<file path="src/hw/adc_mux_defs.svh">
// Register offsets, field positions, reset values and codes of the input mux control block.
`ifndef ADC_MUX_DEFS_SVH
`define ADC_MUX_DEFS_SVH

// Register byte offsets on the control bus.
`define OFS_CFG_ZERO 8'h00
`define OFS_CFG_TWO 8'h04
`define OFS_INPUT_SEL 8'h08
`define OFS_CONV_CTRL 8'h0c
`define OFS_STATUS 8'h10
`define OFS_RESULT 8'h14

// Field positions inside the registers.
`define FLD_AZ_EN 0
`define FLD_START 2
`define FLD_READY 0
`define FLD_BUSY 1

// Reset values of the software fields.
`define RST_BURNOUT 2'h0
`define RST_AZ_EN 1'h0
`define RST_INPUT_SEL 8'h01
`define RST_CONVERSION_MODE_FIELD 2'h0

// Codes of the selector and the conversion mode field.
`define SEL_DIODE_PAIR 8'hde
`define SEL_DIODE_P 4'hd
`define SEL_DIODE_M 4'he
`define MODE_CONT 2'h3

// Bus answers.
`define RESP_OKAY 2'h0
`define RESP_SLVERR 2'h2

`endif

</file>
<file path="src/hw/adc_mux_pkg.sv">
// Types shared by the input mux control block and its result arithmetic.
package adc_mux_pkg;

    // Phase of the conversion sequencer.
    typedef enum logic [1:0] {
        CONV_IDLE,
        CONV_FIRST,
        CONV_SECOND
    } conv_phase_type;

    // Settings driven into the analog front end.
    typedef struct packed {
        logic [3:0] pos;
        logic [3:0] neg;
        logic [1:0] burnout;
        logic diode_bias;
    } analog_ctrl_type;

    // Whole state of the control block.
    typedef struct packed {
        logic aw_got;
        logic [7:0] awaddr;
        logic w_got;
        logic [31:0] wdata;
        logic [3:0] wstrb;
        logic awready;
        logic wready;
        logic bvalid;
        logic [1:0] bresp;
        logic arready;
        logic rvalid;
        logic [1:0] rresp;
        logic [31:0] rdata;
        logic [1:0] burnout_field;
        logic az_en;
        logic [7:0] input_select;
        logic [1:0] conversion_mode_field;
        logic start_req;
        logic data_ready;
        logic [23:0] first;
        logic [23:0] result;
        logic result_valid;
        logic conv_start;
        logic filter_reset;
        conv_phase_type phase;
        analog_ctrl_type analog;
    } ctrl_state_type;

endpackage

</file>
<file path="src/hw/adc_mux_ctrl.sv">
// Input mux, burnout source and offset cancellation control with an AXI4-Lite register slave.
// What this block does
// - Upper nibble selects positive, lower selects negative.
// - Scan mode drives selectors from scan channel code.
// - Code 0xde presents the temperature diode pair.
// - Burnout field decodes off or three currents.
// - Burnout stays on regardless of conversion state.
// - Diode selection gates burnout, enables diode bias.
// - Auto-zero cleared means plain single conversions.
// - Auto-zero takes two conversions, second inputs swapped.
// - Auto-zero doubles time; ready after both conversions.
// - Continuous auto-zero resets filter between conversions.
//
// Implementation choices: the AXI4-Lite register port and the register offsets.
`include "adc_mux_defs.svh"

module adc_mux_ctrl
    import adc_mux_pkg::*;
(
    input wire logic i_sys_clk,
    input wire logic i_nrst,
    input wire logic i_s_axi_awvalid,
    input wire logic [7:0] i_s_axi_awaddr,
    input wire logic i_s_axi_wvalid,
    input wire logic [31:0] i_s_axi_wdata,
    input wire logic [3:0] i_s_axi_wstrb,
    input wire logic i_s_axi_bready,
    input wire logic i_s_axi_arvalid,
    input wire logic [7:0] i_s_axi_araddr,
    input wire logic i_s_axi_rready,
    input wire logic i_scan_active,
    input wire logic [7:0] i_scan_code,
    input wire logic i_conv_done,
    input wire logic [23:0] i_conv_data,
    output logic o_s_axi_awready,
    output logic o_s_axi_wready,
    output logic o_s_axi_bvalid,
    output logic [1:0] o_s_axi_bresp,
    output logic o_s_axi_arready,
    output logic o_s_axi_rvalid,
    output logic [31:0] o_s_axi_rdata,
    output logic [1:0] o_s_axi_rresp,
    output analog_ctrl_type o_analog,
    output logic o_conv_start,
    output logic o_filter_reset,
    output logic [23:0] o_result,
    output logic o_result_valid
);

    // Present state and its next value.
    ctrl_state_type st_reg;
    ctrl_state_type st_next;
    // Offset-free result formed from the stored first conversion and the live second one.
    logic [23:0] az_word;
    // Selector code in force for the coming cycle.
    logic [7:0] sel;

    // True when a selector code pairs the two temperature diodes.
    function automatic logic is_diode_pair(input logic [7:0] code);
        is_diode_pair = (code == `SEL_DIODE_PAIR);
    endfunction

    az_result_calc u_az_calc (
        .i_straight(st_reg.first),
        .i_swapped(i_conv_data),
        .o_result(az_word)
    );

    // Next-state logic: bus slave first, then the sequencer, then the front-end settings.
    always_comb begin
        st_next = st_reg;
        st_next.conv_start = 1'b0;
        st_next.filter_reset = 1'b0;
        st_next.result_valid = 1'b0;
        sel = 8'h00;
        // Address and data may arrive in either order; each is latched on its own.
        if (i_s_axi_awvalid && st_reg.awready) begin
            st_next.aw_got = 1'b1;
            st_next.awaddr = i_s_axi_awaddr;
        end
        if (i_s_axi_wvalid && st_reg.wready) begin
            st_next.w_got = 1'b1;
            st_next.wdata = i_s_axi_wdata;
            st_next.wstrb = i_s_axi_wstrb;
        end
        if (st_reg.bvalid && i_s_axi_bready) begin
            st_next.bvalid = 1'b0;
        end
        // Both halves present: perform the write; every field sits in byte lane zero.
        if (st_reg.aw_got && st_reg.w_got && !st_reg.bvalid) begin
            st_next.aw_got = 1'b0;
            st_next.w_got = 1'b0;
            st_next.bvalid = 1'b1;
            st_next.bresp = `RESP_OKAY;
            unique case ({st_reg.awaddr[7:2], 2'b00})
                `OFS_CFG_ZERO: begin
                    // The burnout field may be rewritten at any time, even mid-conversion.
                    if (st_reg.wstrb[0]) st_next.burnout_field = st_reg.wdata[1:0];
                end
                `OFS_CFG_TWO: begin
                    if (st_reg.wstrb[0]) st_next.az_en = st_reg.wdata[`FLD_AZ_EN];
                end
                `OFS_INPUT_SEL: begin
                    if (st_reg.wstrb[0]) st_next.input_select = st_reg.wdata[7:0];
                end
                `OFS_CONV_CTRL: begin
                    if (st_reg.wstrb[0]) begin
                        st_next.conversion_mode_field = st_reg.wdata[1:0];
                        st_next.start_req = st_reg.start_req | st_reg.wdata[`FLD_START];
                    end
                end
                `OFS_STATUS, `OFS_RESULT: begin
                    // Read-only registers ignore writes but answer normally.
                    st_next.bresp = `RESP_OKAY;
                end
                default: begin
                    st_next.bresp = `RESP_SLVERR;
                end
            endcase
        end
        // Ready is withheld while a write is pending so only one write is under way.
        st_next.awready = !st_next.aw_got && !st_next.bvalid;
        st_next.wready = !st_next.w_got && !st_next.bvalid;
        // Read channel: the answer follows one cycle after the address is taken.
        if (st_reg.rvalid && i_s_axi_rready) begin
            st_next.rvalid = 1'b0;
        end
        if (i_s_axi_arvalid && st_reg.arready) begin
            st_next.rvalid = 1'b1;
            st_next.rresp = `RESP_OKAY;
            st_next.rdata = 32'h0000_0000;
            unique case ({i_s_axi_araddr[7:2], 2'b00})
                `OFS_CFG_ZERO: st_next.rdata[1:0] = st_reg.burnout_field;
                `OFS_CFG_TWO: st_next.rdata[`FLD_AZ_EN] = st_reg.az_en;
                `OFS_INPUT_SEL: st_next.rdata[7:0] = st_reg.input_select;
                `OFS_CONV_CTRL: st_next.rdata[1:0] = st_reg.conversion_mode_field;
                `OFS_STATUS: begin
                    st_next.rdata[`FLD_READY] = st_reg.data_ready;
                    st_next.rdata[`FLD_BUSY] = (st_reg.phase != CONV_IDLE);
                end
                `OFS_RESULT: begin
                    st_next.rdata[23:0] = st_reg.result;
                    // Reading the result clears the ready flag; a new result below still wins.
                    st_next.data_ready = 1'b0;
                end
                default: st_next.rresp = `RESP_SLVERR;
            endcase
        end
        st_next.arready = !st_next.rvalid;
        // Conversion sequencer; the converter itself times each conversion.
        unique case (st_reg.phase)
            CONV_IDLE: begin
                if (st_reg.start_req || st_reg.conversion_mode_field == `MODE_CONT) begin
                    st_next.start_req = 1'b0;
                    st_next.conv_start = 1'b1;
                    st_next.phase = CONV_FIRST;
                end
            end
            CONV_FIRST: begin
                if (i_conv_done && st_reg.az_en) begin
                    // Keep the straight result and start the swapped one from a clean filter.
                    st_next.first = i_conv_data;
                    st_next.conv_start = 1'b1;
                    st_next.filter_reset = 1'b1;
                    st_next.phase = CONV_SECOND;
                end else if (i_conv_done) begin
                    st_next.result = i_conv_data;
                    st_next.result_valid = 1'b1;
                    st_next.data_ready = 1'b1;
                    // Plain continuous mode keeps the converter running without restarts.
                    if (st_reg.conversion_mode_field != `MODE_CONT) st_next.phase = CONV_IDLE;
                end
            end
            CONV_SECOND: begin
                if (i_conv_done) begin
                    st_next.result = az_word;
                    st_next.result_valid = 1'b1;
                    st_next.data_ready = 1'b1;
                    if (st_reg.conversion_mode_field == `MODE_CONT) begin
                        // Continuous becomes back-to-back one-shots, each from a reset filter.
                        st_next.conv_start = 1'b1;
                        st_next.filter_reset = 1'b1;
                        st_next.phase = CONV_FIRST;
                    end else begin
                        st_next.phase = CONV_IDLE;
                    end
                end
            end
        endcase
        // Scan sequencing overrides the software selector code.
        sel = i_scan_active ? i_scan_code : st_next.input_select;
        // The swapped phase exchanges the two selectors.
        if (st_next.phase == CONV_SECOND) begin
            st_next.analog.pos = sel[3:0];
            st_next.analog.neg = sel[7:4];
        end else begin
            st_next.analog.pos = sel[7:4];
            st_next.analog.neg = sel[3:0];
        end
        // The diode pair gets its own bias; the stored burnout field is left untouched.
        st_next.analog.diode_bias = is_diode_pair(sel);
        // Burnout does not depend on the sequencer, so it stays on while idle or converting.
        st_next.analog.burnout = is_diode_pair(sel) ? 2'h0 : st_next.burnout_field;
    end

    // State register with synchronous reset.
    always_ff @(posedge i_sys_clk) begin
        if (!i_nrst) begin
            st_reg <= '0;
            st_reg.burnout_field <= `RST_BURNOUT;
            st_reg.az_en <= `RST_AZ_EN;
            st_reg.input_select <= `RST_INPUT_SEL;
            st_reg.conversion_mode_field <= `RST_CONVERSION_MODE_FIELD;
            // Selectors follow the reset select code at once, so no stale pairing shows after reset.
            {st_reg.analog.pos, st_reg.analog.neg} <= `RST_INPUT_SEL;
        end else begin
            st_reg <= st_next;
        end
    end

    // Every output is a field of the state register.
    assign o_s_axi_awready = st_reg.awready;
    assign o_s_axi_wready = st_reg.wready;
    assign o_s_axi_bvalid = st_reg.bvalid;
    assign o_s_axi_bresp = st_reg.bresp;
    assign o_s_axi_arready = st_reg.arready;
    assign o_s_axi_rvalid = st_reg.rvalid;
    assign o_s_axi_rdata = st_reg.rdata;
    assign o_s_axi_rresp = st_reg.rresp;
    assign o_analog = st_reg.analog;
    assign o_conv_start = st_reg.conv_start;
    assign o_filter_reset = st_reg.filter_reset;
    assign o_result = st_reg.result;
    assign o_result_valid = st_reg.result_valid;

    // Straight phase outside scan uses upper nibble as positive.
    a_straight_select: assert property (@(posedge i_sys_clk) disable iff (!i_nrst)
        (!$past(i_scan_active) && st_reg.phase != CONV_SECOND)
        |-> ({st_reg.analog.pos, st_reg.analog.neg} == st_reg.input_select))
        else $error("Straight selector does not follow the input select field.");

    // Scan code takes over the selectors.
    a_scan_select: assert property (@(posedge i_sys_clk) disable iff (!i_nrst)
        ($past(i_scan_active) && st_reg.phase != CONV_SECOND)
        |-> ({st_reg.analog.pos, st_reg.analog.neg} == $past(i_scan_code)))
        else $error("Scan code was not applied to the selectors.");

    // Diode bias exactly when the diode pair is selected.
    a_diode_pair: assert property (@(posedge i_sys_clk) disable iff (!i_nrst)
        st_reg.analog.diode_bias == (((st_reg.phase == CONV_SECOND) ? {st_reg.analog.neg, st_reg.analog.pos}
        : {st_reg.analog.pos, st_reg.analog.neg}) == `SEL_DIODE_PAIR))
        else $error("Diode bias does not match the diode pair selection.");

    // Burnout follows its field regardless of the sequencer unless the diodes gate it.
    a_burnout_level: assert property (@(posedge i_sys_clk) disable iff (!i_nrst)
        st_reg.analog.burnout == (st_reg.analog.diode_bias ? 2'h0 : st_reg.burnout_field))
        else $error("Burnout output disagrees with its field or the diode gate.");

    // Swapped phase exchanges the selectors.
    a_swap_second: assert property (@(posedge i_sys_clk) disable iff (!i_nrst)
        (!$past(i_scan_active) && st_reg.phase == CONV_SECOND)
        |-> ({st_reg.analog.neg, st_reg.analog.pos} == st_reg.input_select))
        else $error("Second conversion did not swap the inputs.");

    // Without auto-zero a result is the raw conversion.
    a_plain_result: assert property (@(posedge i_sys_clk) disable iff (!i_nrst)
        (st_reg.result_valid && $past(st_reg.phase) == CONV_FIRST)
        |-> (!$past(st_reg.az_en) && st_reg.result == $past(i_conv_data)))
        else $error("Plain result differs from the conversion data.");

    // First auto-zero conversion does not report a result.
    a_az_two_conv: assert property (@(posedge i_sys_clk) disable iff (!i_nrst)
        (st_reg.phase == CONV_FIRST && st_reg.az_en && i_conv_done)
        |=> (!st_reg.result_valid && st_reg.phase == CONV_SECOND && st_reg.conv_start))
        else $error("Auto-zero reported after one conversion.");

    // Auto-zero result is the halved signed difference.
    a_az_half_diff: assert property (@(posedge i_sys_clk) disable iff (!i_nrst)
        (st_reg.result_valid && $past(st_reg.phase) == CONV_SECOND)
        |-> ($signed(st_reg.result) == 24'(($signed({$past(st_reg.first[23]), $past(st_reg.first)})
        - $signed({$past(i_conv_data[23]), $past(i_conv_data)})) >>> 1)))
        else $error("Auto-zero result is not half the difference.");

    // Continuous auto-zero restarts from a reset filter.
    a_cont_filter_reset: assert property (@(posedge i_sys_clk) disable iff (!i_nrst)
        (st_reg.phase == CONV_SECOND && i_conv_done && st_reg.conversion_mode_field == `MODE_CONT)
        |=> (st_reg.filter_reset && st_reg.conv_start && st_reg.result_valid ##1 !st_reg.filter_reset))
        else $error("Continuous auto-zero did not reset the filter.");

endmodule

</file>
<file path="src/hw/az_result_calc.sv">
// Combines the straight and the swapped conversion into one offset-free result.
module az_result_calc
    import adc_mux_pkg::*;
(
    input wire logic [23:0] i_straight,
    input wire logic [23:0] i_swapped,
    output logic [23:0] o_result
);

    // Signed difference halved; the extra bit keeps the subtraction from wrapping.
    function automatic logic [23:0] half_diff(input logic [23:0] a, input logic [23:0] b);
        logic signed [24:0] d;
        d = $signed({a[23], a}) - $signed({b[23], b});
        half_diff = d[24:1];
    endfunction

    // The 24-bit output format is kept as is.
    assign o_result = half_diff(i_straight, i_swapped);

endmodule

</file>
<file path="config.mk">
export PLATFORM = sky130hd
export DESIGN_NAME = adc_mux_ctrl
export DESIGN_NICKNAME = d
export VERILOG_FILES = /design/src/hw/adc_mux_pkg.sv /design/src/hw/adc_mux_ctrl.sv /design/src/hw/az_result_calc.sv
export VERILOG_INCLUDE_DIRS = /design/src /design/src/hw
export SDC_FILE = /design/constraint.sdc
export NUM_CORES = 1
export LEC_CHECK = 0
export BUFFER_PORTS_ARGS = -buffer_cell sky130_fd_sc_hd__buf_2
export CORE_ASPECT_RATIO = 0.5
export CORE_UTILIZATION = 49
export DETAILED_ROUTE_END_ITERATION = 10
export MAX_ROUTING_LAYER = met4
export PLACE_DENSITY = 0.77
export SETUP_SLACK_MARGIN = 0.3
export SYNTH_ARGS = -nofsm -noshare
export SYNTH_HDL_FRONTEND = slang
export SYNTH_SLANG_ARGS = --single-unit
export TNS_END_PERCENT = 1
</file>
<file path="constraint.sdc">
create_clock -name i_sys_clk -period 2.6 [get_ports i_sys_clk]
set_clock_uncertainty 0.2 [all_clocks]
set_input_delay 0.52 -clock i_sys_clk [delete_from_list [all_inputs] [get_ports i_sys_clk]]
set_output_delay 0.52 -clock i_sys_clk [all_outputs]
set_load 0.01 [all_outputs]
</file>
# After elaboration in Yosys (flattened, before gate mapping)
# Index checks and enable logic that the tools add are counted.
# W data, S select, Z words.
# totals
regBits	158
out_inout_bits	79
# op_classes
n_bitwise	2
muxes	47
addsub	1
n_reduce_logical	28
n_eq_ne	19
# ops
operator	count
$mux W25	2
$pmux W25 S2	1
$mux W37	1
$mux W35	1
$mux W8	4
$mux W29	1
$sub A24 B24 Y25	1
$eq A6 B2 Y1 const B	4
$eq A6 B3 Y1 const B	4
$mux W2	10
$mux W16	1
$mux W1	14
$mux W14	1
$eq A6 B1 Y1 const B	2
$logic_not A6 Y1	2
$pmux W6 S2	1
$reduce_or A6 Y1	2
$logic_and A1 B1 Y1	10
$mux W3	3
$mux W9	1
$eq A8 B8 Y1 const B	1
$ne A2 B2 Y1 const B	4
$eq A2 B2 Y1 const B	3
$pmux W1 S6	1
other kinds (15)	22

# Longest topological paths before layout
# Gate-level depths: netlist (run 1).
# logic_depth
ltp_word	7
depth_mapped	10
mapped_depth_nobuf	9

# Cells and area by module
# Synthesis (run 1) repeated with hierarchy kept, for this count alone.
# hier_totals
hier_cells	876
area_unflattened_um2	7081.8
# by_module_without_submodules
mod	instances	cells_each	seq_area_each_um2	area_each_um2
adc_mux_ctrl	1	680	2542.4	5749.3
az_result_calc	1	196	0.0	1332.5

# Least setup slack after synthesis (run 1)
# OpenSTA, ideal clock, no wires.
# synth_path
kind	input to register
start	in i_conv_data[1]
end	reg st_reg (netlist bit o_result[17])
path_slack_ps	101
n_path_buf	0
t_arrival_ps	2237
path_stages	9
path_cell_list	inv_1 > fa_1 > a211oi_1 > o21ai_1 > o21ai_2 > and2_1 > o21ai_1 > or3_1 > nand3_1
# synth_between
elab_chain_cells	3
# synth_rtl
item	line_no	source
start: declaration	adc_mux_ctrl.sv:34	input wire logic [23:0] i_conv_data,
$sub A24 B24 Y25	az_result_calc.sv:13	d = $signed({a[23], a}) - $signed({b[23], b});
$mux W29	adc_mux_ctrl.sv:175	if (i_conv_done) begin
$pmux W25 S2	adc_mux_ctrl.sv:151	unique case (st_reg.phase)
end signal: assignment	adc_mux_ctrl.sv:217	st_reg <= st_next;
end: declaration	adc_mux_ctrl.sv:51	ctrl_state_type st_reg;
# No other way between the ends. The select of a mux whose other input is x is not followed.
# A chain may end at the register's enable or synchronous reset.

# Worst setup path in the final report (run 1)
# layout_path
start	reg st_reg[40] in the netlist's numbering
end	reg st_reg (netlist bit o_result[17])
# layout_between
elab_chain_cells	3
# layout_rtl
item	line_no
$sub A24 B24 Y25	az_result_calc.sv:13
$mux W29	adc_mux_ctrl.sv:175
$pmux W25 S2	adc_mux_ctrl.sv:151
# No other way between the ends. The select of a mux whose other input is x is not followed.

==> results.json, run 1 <==
{
  "outcome": "complete, no violations",
  "max_freq_mhz": 413,
  "overflow": 0,
  "portBuffers": 130,
  "final-hold-violation-count": 0,
  "grtUsageTotal": 0.266,
  "clockRootBuffer": "clkbuf_16",
  "cp.arrival_ns": 2.58,
  "ir_drop_mv": 0.501,
  "synth-seq-area-share": 0.366,
  "cp.required_ns": 2.76,
  "syn_area_per_cell_um2": 8.02,
  "worst_setup_path_start_kind": "flip-flop",
  "synth_edf_count": 0,
  "crit_fanout": 4,
  "place_ws_ns": -0.207,
  "synth.cell_area_mm2": 0.00695,
  "clock_latency_ns": 0.42,
  "cts.htree.levels": 4,
  "dpl.hpwl_um": 13500,
  "crit_path_end_kind": "flip-flop",
  "drc": 0,
  "synthCells": 867,
  "combPwrFrac": 0.079,
  "core_mm2": 0.0137,
  "gp_congestion": 0.893,
  "postSynth.asyncResetShare": 0,
  "firstDrtPassIters": 7,
  "vias": 6567,
  "leakage_uw": 0.00377,
  "tritoncts": "yes",
  "drtIter0Drc": 659,
  "die_h_um": 86.2,
  "yosysWarnings": 0,
  "clk_path_buf_depth": 2,
  "max_slew_margin": 0.612,
  "p_clk_frac": 0.503,
  "setup-violations-final": 0,
  "grt_pass1_wl_um": 29800,
  "yosys.cell_types.count": 69,
  "rsz0062_at_grt": "true",
  "finalCritPeriodShare": 0.931,
  "sequentialPowerShare": 0.418,
  "grt_antenna_before_repair": 1,
  "cts_hold_buf": 0,
  "nNetsFinal": 1102,
  "synth_top_flop_cell": "dfxtp_1",
  "slowest_stage": "fa_2",
  "setup_slack_ns": 0.179,
  "final_common_cell": "buf_2",
  "critical_path.cell_chain": "nand2b_4 -> fa_2 -> a211oi_2 -> o21ai_2 -> o21ai_2 -> buf_4 -> and2_4 -> o21ai_1 -> or3_1 -> nand3_1",
  "fp.dieW_um": 170,
  "finalSetupTns_ns": 0,
  "initial_core_util": 0.507,
  "critical_path_class": "reg2reg",
  "critPathMaxStageDelay_ns": 0.35,
  "max_cap_viol_count": 0,
  "cts_sinks": 127,
  "grt_pass1_vias": 6159,
  "die_area_mm2": 0.0147,
  "detail-route-antenna-nets": 0,
  "largest_reg_flops": 58,
  "wl_um": 18700,
  "intPower_uw": 3570,
  "numCtsBuffers": 17,
  "wl_per_cell_um": 15.7,
  "ioPinCount": 172,
  "worst_hold_path_type": "in2reg",
  "layout_min_cycle_time_ns": 2.42,
  "crit_path_frequent_cell": "o21ai_2",
  "layout-drive-gt1-share": 0.271,
  "rows": 30,
  "clkTransAtPathRegs_ns": 0.06,
  "synthToLayoutAreaGrowth_pct": 20.3,
  "via_per_inst": 5.53,
  "power_density_mw_per_mm2": 571,
  "tightest_slew_ns": 0.577,
  "layout_common_cells": "buf_2, dfxtp_1, nand2_1",
  "finalMaxSlewViolations": 0,
  "nFillCells": 1149,
  "switching_share": 0.253,
  "ys_seq_elements": 127,
  "grt_max_degree": 49,
  "power.switching_uw": 1210,
  "total_power_uw": 4770
}
power by group through the flow:
stage / combinational (uW) / sequential, uW / clock (uW)
2_1_floorplan: 217 / 2030 / 0
3_3_place_gp: 357 / 2040 / 0
3_5_place_dp: 367 / 2040 / 0
4_1_cts: 373 / 1990 / 2400
5_1_grt: 412 / 2000 / 2500
6_report: 378 / 1990 / 2400
layout make-up:
| class | instances | area (um2) | share of cell area |
|---|---|---|---|
| repair buffers | 203 | 1210 | 0.145 |
| well taps | 192 | 240 | 0.0287 |
| inverters | 42 | 158 | 0.0189 |
| flip-flops and latches | 127 | 2540 | 0.304 |
| diodes | 1 | 2.50 | 0.000299 |
| clock inverters | 14 | 158 | 0.0189 |
| multi-input cells | 591 | 3620 | 0.433 |
| clock buffers | 18 | 429 | 0.0513 |
Yosys cell counts (13+ instances only):
library cell  count  area (um2)
o21ai_0          30         150
a221oi_1         13         114
nor2_1           72         270
a22oi_1          16         120
clkbuf_1         34         128
ha_1             26         325
nand2_1         119         447
inv_1            41         154
buf_4            71         533
nand3_1          20         100
dfxtp_1         127        2540
nor3_1           18        90.1
mux2i_1          14         140
a21oi_1          88         440
kinds of logic after synthesis:
logic type,Yosys count,synth area share
buffers and inverters,158,0.127
other,1,0.000540
DFF,127,0.366
muxes,24,0.0385
xor gates and xnor gates,17,0.0214
adders and majority gates,27,0.0497
AOI/OAI and AO/OA,224,0.208
and+or+nand+nor,289,0.190
final timing paths:
check / start / endpoint / slack, ns / depth (start not counted)
max reg2reg: st_reg[40] / o_result[17] / 0.18 / 10
min reg2reg: st_reg[164] / st_reg[164] / 0.26 / 2
min: i_s_axi_wdata[5] / st_reg[129] / 0.14 / 3
max: st_reg[40] / o_result[17] / 0.18 / 10
per-stage QoR:
stage | area (um2) | std cells | utilization | hold WS [ns]
floorplan | 6990 | 876 | - | 0.231
global placement | 7710 | 1154 | 0.563 | 0.245
detailed placement | 7710 | 1154 | 0.563 | 0.249
CTS | 8330 | 1187 | 0.608 | 0.138
global route | 8360 | 1188 | 0.610 | 0.143
finish | 8360 | 1188 | 0.610 | 0.136
timing repair:
item | 4_1_cts | 5_1_grt
setup buffers | 1 | 0
setup endpoints to repair | 21 | 24
pin swaps | 3 | 3
gates resized for setup | 5 | 5
metal layers:
layer	vias up	track usage	part of all wire
li1	3197	-	-
met1	3054	0.332	0.45
met2	273	0.431	0.46
met3	43	0.0498	0.067
met4	0	0.0991	0.022
met5	-	-	0
worst max-delay path: cells and delay by family, from the launching register on:
family                   cells  cell delay, ns
buffers and inverters        1            0.14
flip-flops                   1            0.31
AND/OR/NAND/NOR              4            0.74
AO/OA/AOI/OAI                4            0.62
adder cells (fa/ha/maj)      1            0.35
No activity file was read; power rests on OpenSTA's default activity.
==> run 2, diff against run 1 <==
--- a/config.mk
+++ b/config.mk
@@ -8,10 +8,10 @@
 export LEC_CHECK = 0
 export BUFFER_PORTS_ARGS = -buffer_cell sky130_fd_sc_hd__buf_2
 export CORE_ASPECT_RATIO = 0.5
-export CORE_UTILIZATION = 49
+export CORE_UTILIZATION = 58
 export DETAILED_ROUTE_END_ITERATION = 10
 export MAX_ROUTING_LAYER = met4
-export PLACE_DENSITY = 0.77
+export PLACE_DENSITY = 0.86
 export SETUP_SLACK_MARGIN = 0.3
 export SYNTH_ARGS = -nofsm -noshare
 export SYNTH_HDL_FRONTEND = slang
==> constraint.sdc (replaced) <==
create_clock -name i_sys_clk -period 3 [get_ports i_sys_clk]
set_clock_uncertainty 0.2 [all_clocks]
set_input_delay 0.6 -clock i_sys_clk [delete_from_list [all_inputs] [get_ports i_sys_clk]]
set_output_delay 0.6 -clock i_sys_clk [all_outputs]
set_load 0.01 [all_outputs]
==> run 2 against run 1 <==
Count of clock-buffer cells in the layout increased by 1. Maximum frequency decreased by 8.7%. First-iteration DRC count decreased by 15%. Core utilization increased by 8.5 points. Clock power decreased by 16%. Die area decreased by 15%. Combinational power decreased by 25%. Final cell count decreased by 7.4%. Highest routed layer unchanged. Global-route usage increased by 3.6 points. Non-clock buffer count decreased by 53. Critical endpoint is now o_result[21]. Sequential share of layout area increased by 1.9 points. Via count decreased by 1.8%.
==> results.json, run 2 (synthesized netlist as in run 1, its figures left out) <==
{
  "outcome": "complete, no violations",
  "setup.worst_path.start": "st_reg[40]",
  "n_antenna_cell": 0,
  "finalCritPeriodShare": 0.884,
  "grt_pass1_vias": 5701,
  "grt_antenna_before_repair": 0,
  "dpl.hpwl_um": 12600,
  "numCtsBuffers": 17,
  "nNetsFinal": 1049,
  "critical_path_class": "reg2reg",
  "final_common_cell": "buf_2",
  "wl_per_cell_um": 16.4,
  "grtUsageTotal": 0.302,
  "ir_drop_mv": 0.321,
  "crit_path_end_kind": "flip-flop",
  "firstDrtPassIters": 5,
  "nFillCells": 878,
  "initial_core_util": 0.614,
  "synthToLayoutAreaGrowth_pct": 13.2,
  "detail-route-antenna-nets": 0,
  "setup_slack_ns": 0.347,
  "finalMaxSlewViolations": 0,
  "wl_um": 18000,
  "grt_max_degree": 91,
  "ioPinCount": 172,
  "fp.dieW_um": 157,
  "cp.arrival_ns": 2.77,
  "final-hold-violation-count": 0,
  "clkTransAtPathRegs_ns": 0.06,
  "max_cap_viol_count": 0,
  "via_per_inst": 5.86,
  "rows": 27,
  "tightest_slew_ns": 0.627,
  "layout_min_cycle_time_ns": 2.65,
  "setup-violations-final": 0,
  "place_ws_ns": 0.0191,
  "clock_latency_ns": 0.42,
  "largest_reg_flops": 58,
  "power_density_mw_per_mm2": 512,
  "grt_pass1_wl_um": 28400,
  "finalSetupTns_ns": 0,
  "worst_hold_path_type": "in2reg",
  "r2r-start": "st_reg[40]",
  "cp.required_ns": 3.12,
  "max_freq_mhz": 377,
  "clockRootBuffer": "clkbuf_16",
  "die_h_um": 79.4,
  "cts_hold_buf": 0,
  "total_power_uw": 4030,
  "vias": 6450,
  "drc": 0,
  "hp-start": "i_s_axi_wdata[7]",
  "gp_congestion": 0.896,
  "rsz0062_at_grt": "true",
  "leakage_uw": 0.00350,
  "worst_setup_path_start_kind": "flip-flop",
  "utilization": 0.695,
  "layout_common_cells": "buf_2, dfxtp_1, nand2_1",
  "overflow": 0,
  "die_area_mm2": 0.0125,
  "portBuffers": 130,
  "cts_sinks": 127,
  "core_mm2": 0.0113,
  "max_slew_margin": 0.578,
  "tritoncts": "yes",
  "drtIter0Drc": 563,
  "clk_path_buf_depth": 2,
  "layout-drive-gt1-share": 0.222,
  "cts.htree.levels": 4,
  "crit_fanout": 3
}
run 2: path summary, 6_finish.rpt:
| kind | endpoint | slack, ns | cells after the start |
|---|---|---|---|
| worst max-delay path | o_result[21] | 0.35 | 9 |
| worst min-delay path | st_reg[131] | 0.22 | 3 |
| worst max register to register | o_result[21] | 0.35 | 9 |
| worst min register to register | st_reg[54] | 0.26 | 2 |
run 2: stage by stage:
| step | cell area, um2 | hold WS, ns | cells |
|---|---|---|---|
| floorplan | 6980 | 0.231 | 876 |
| global placement | 7260 | 0.239 | 1067 |
| detailed placement | 7260 | 0.254 | 1067 |
| CTS | 7830 | 0.218 | 1098 |
| global route | 7870 | 0.220 | 1100 |
| finish | 7870 | 0.216 | 1100 |
run 2: area by class of cell:
type | count | area [um2] | area share
inverters | 42 | 158 | 0.0200
multi-input cells | 591 | 3590 | 0.456
clock inverters | 12 | 138 | 0.0175
repair buffers | 150 | 813 | 0.103
well taps | 159 | 199 | 0.0253
flip-flops and latches | 127 | 2540 | 0.323
clock buffers | 19 | 433 | 0.0550
run 2: where the power goes:
group | total, uW | internal (uW) | switching (uW) | leakage, uW
combinational | 285 | 110 | 175 | 0.00220
clock | 2020 | 1220 | 794 | 0.000274
sequential | 1730 | 1710 | 18.6 | 0.00103
total | 4030 | 3040 | 988 | 0.00350
run 2: worst max-delay path: stages, from the launching register on:
cell and delay [ns]:
dfxtp_1 0.32, nand2b_4 0.16, fa_2 0.36, a211oi_2 0.25
o21ai_2 0.12, o21ai_2 0.21, a21oi_2 0.09, o41ai_2 0.41
xor2_1 0.13, o32ai_1 0.29
run 2: repair_timing:
| item | CTS | global route |
|---|---|---|
| resized for setup | 0 | 6 |
| buffers inserted | 0 | 2 |
| setup endpoints to repair | 0 | 10 |
run 2: routing by layer:
layer  wire length, um  up-vias  share of wire  track usage
met5                 0        -              0            -
met4               361        0          0.020        0.103
met3              1470       39          0.082       0.0570
met2              8080      308           0.45        0.461
met1              8130     3005           0.45        0.402
li1                  -     3098              -            -
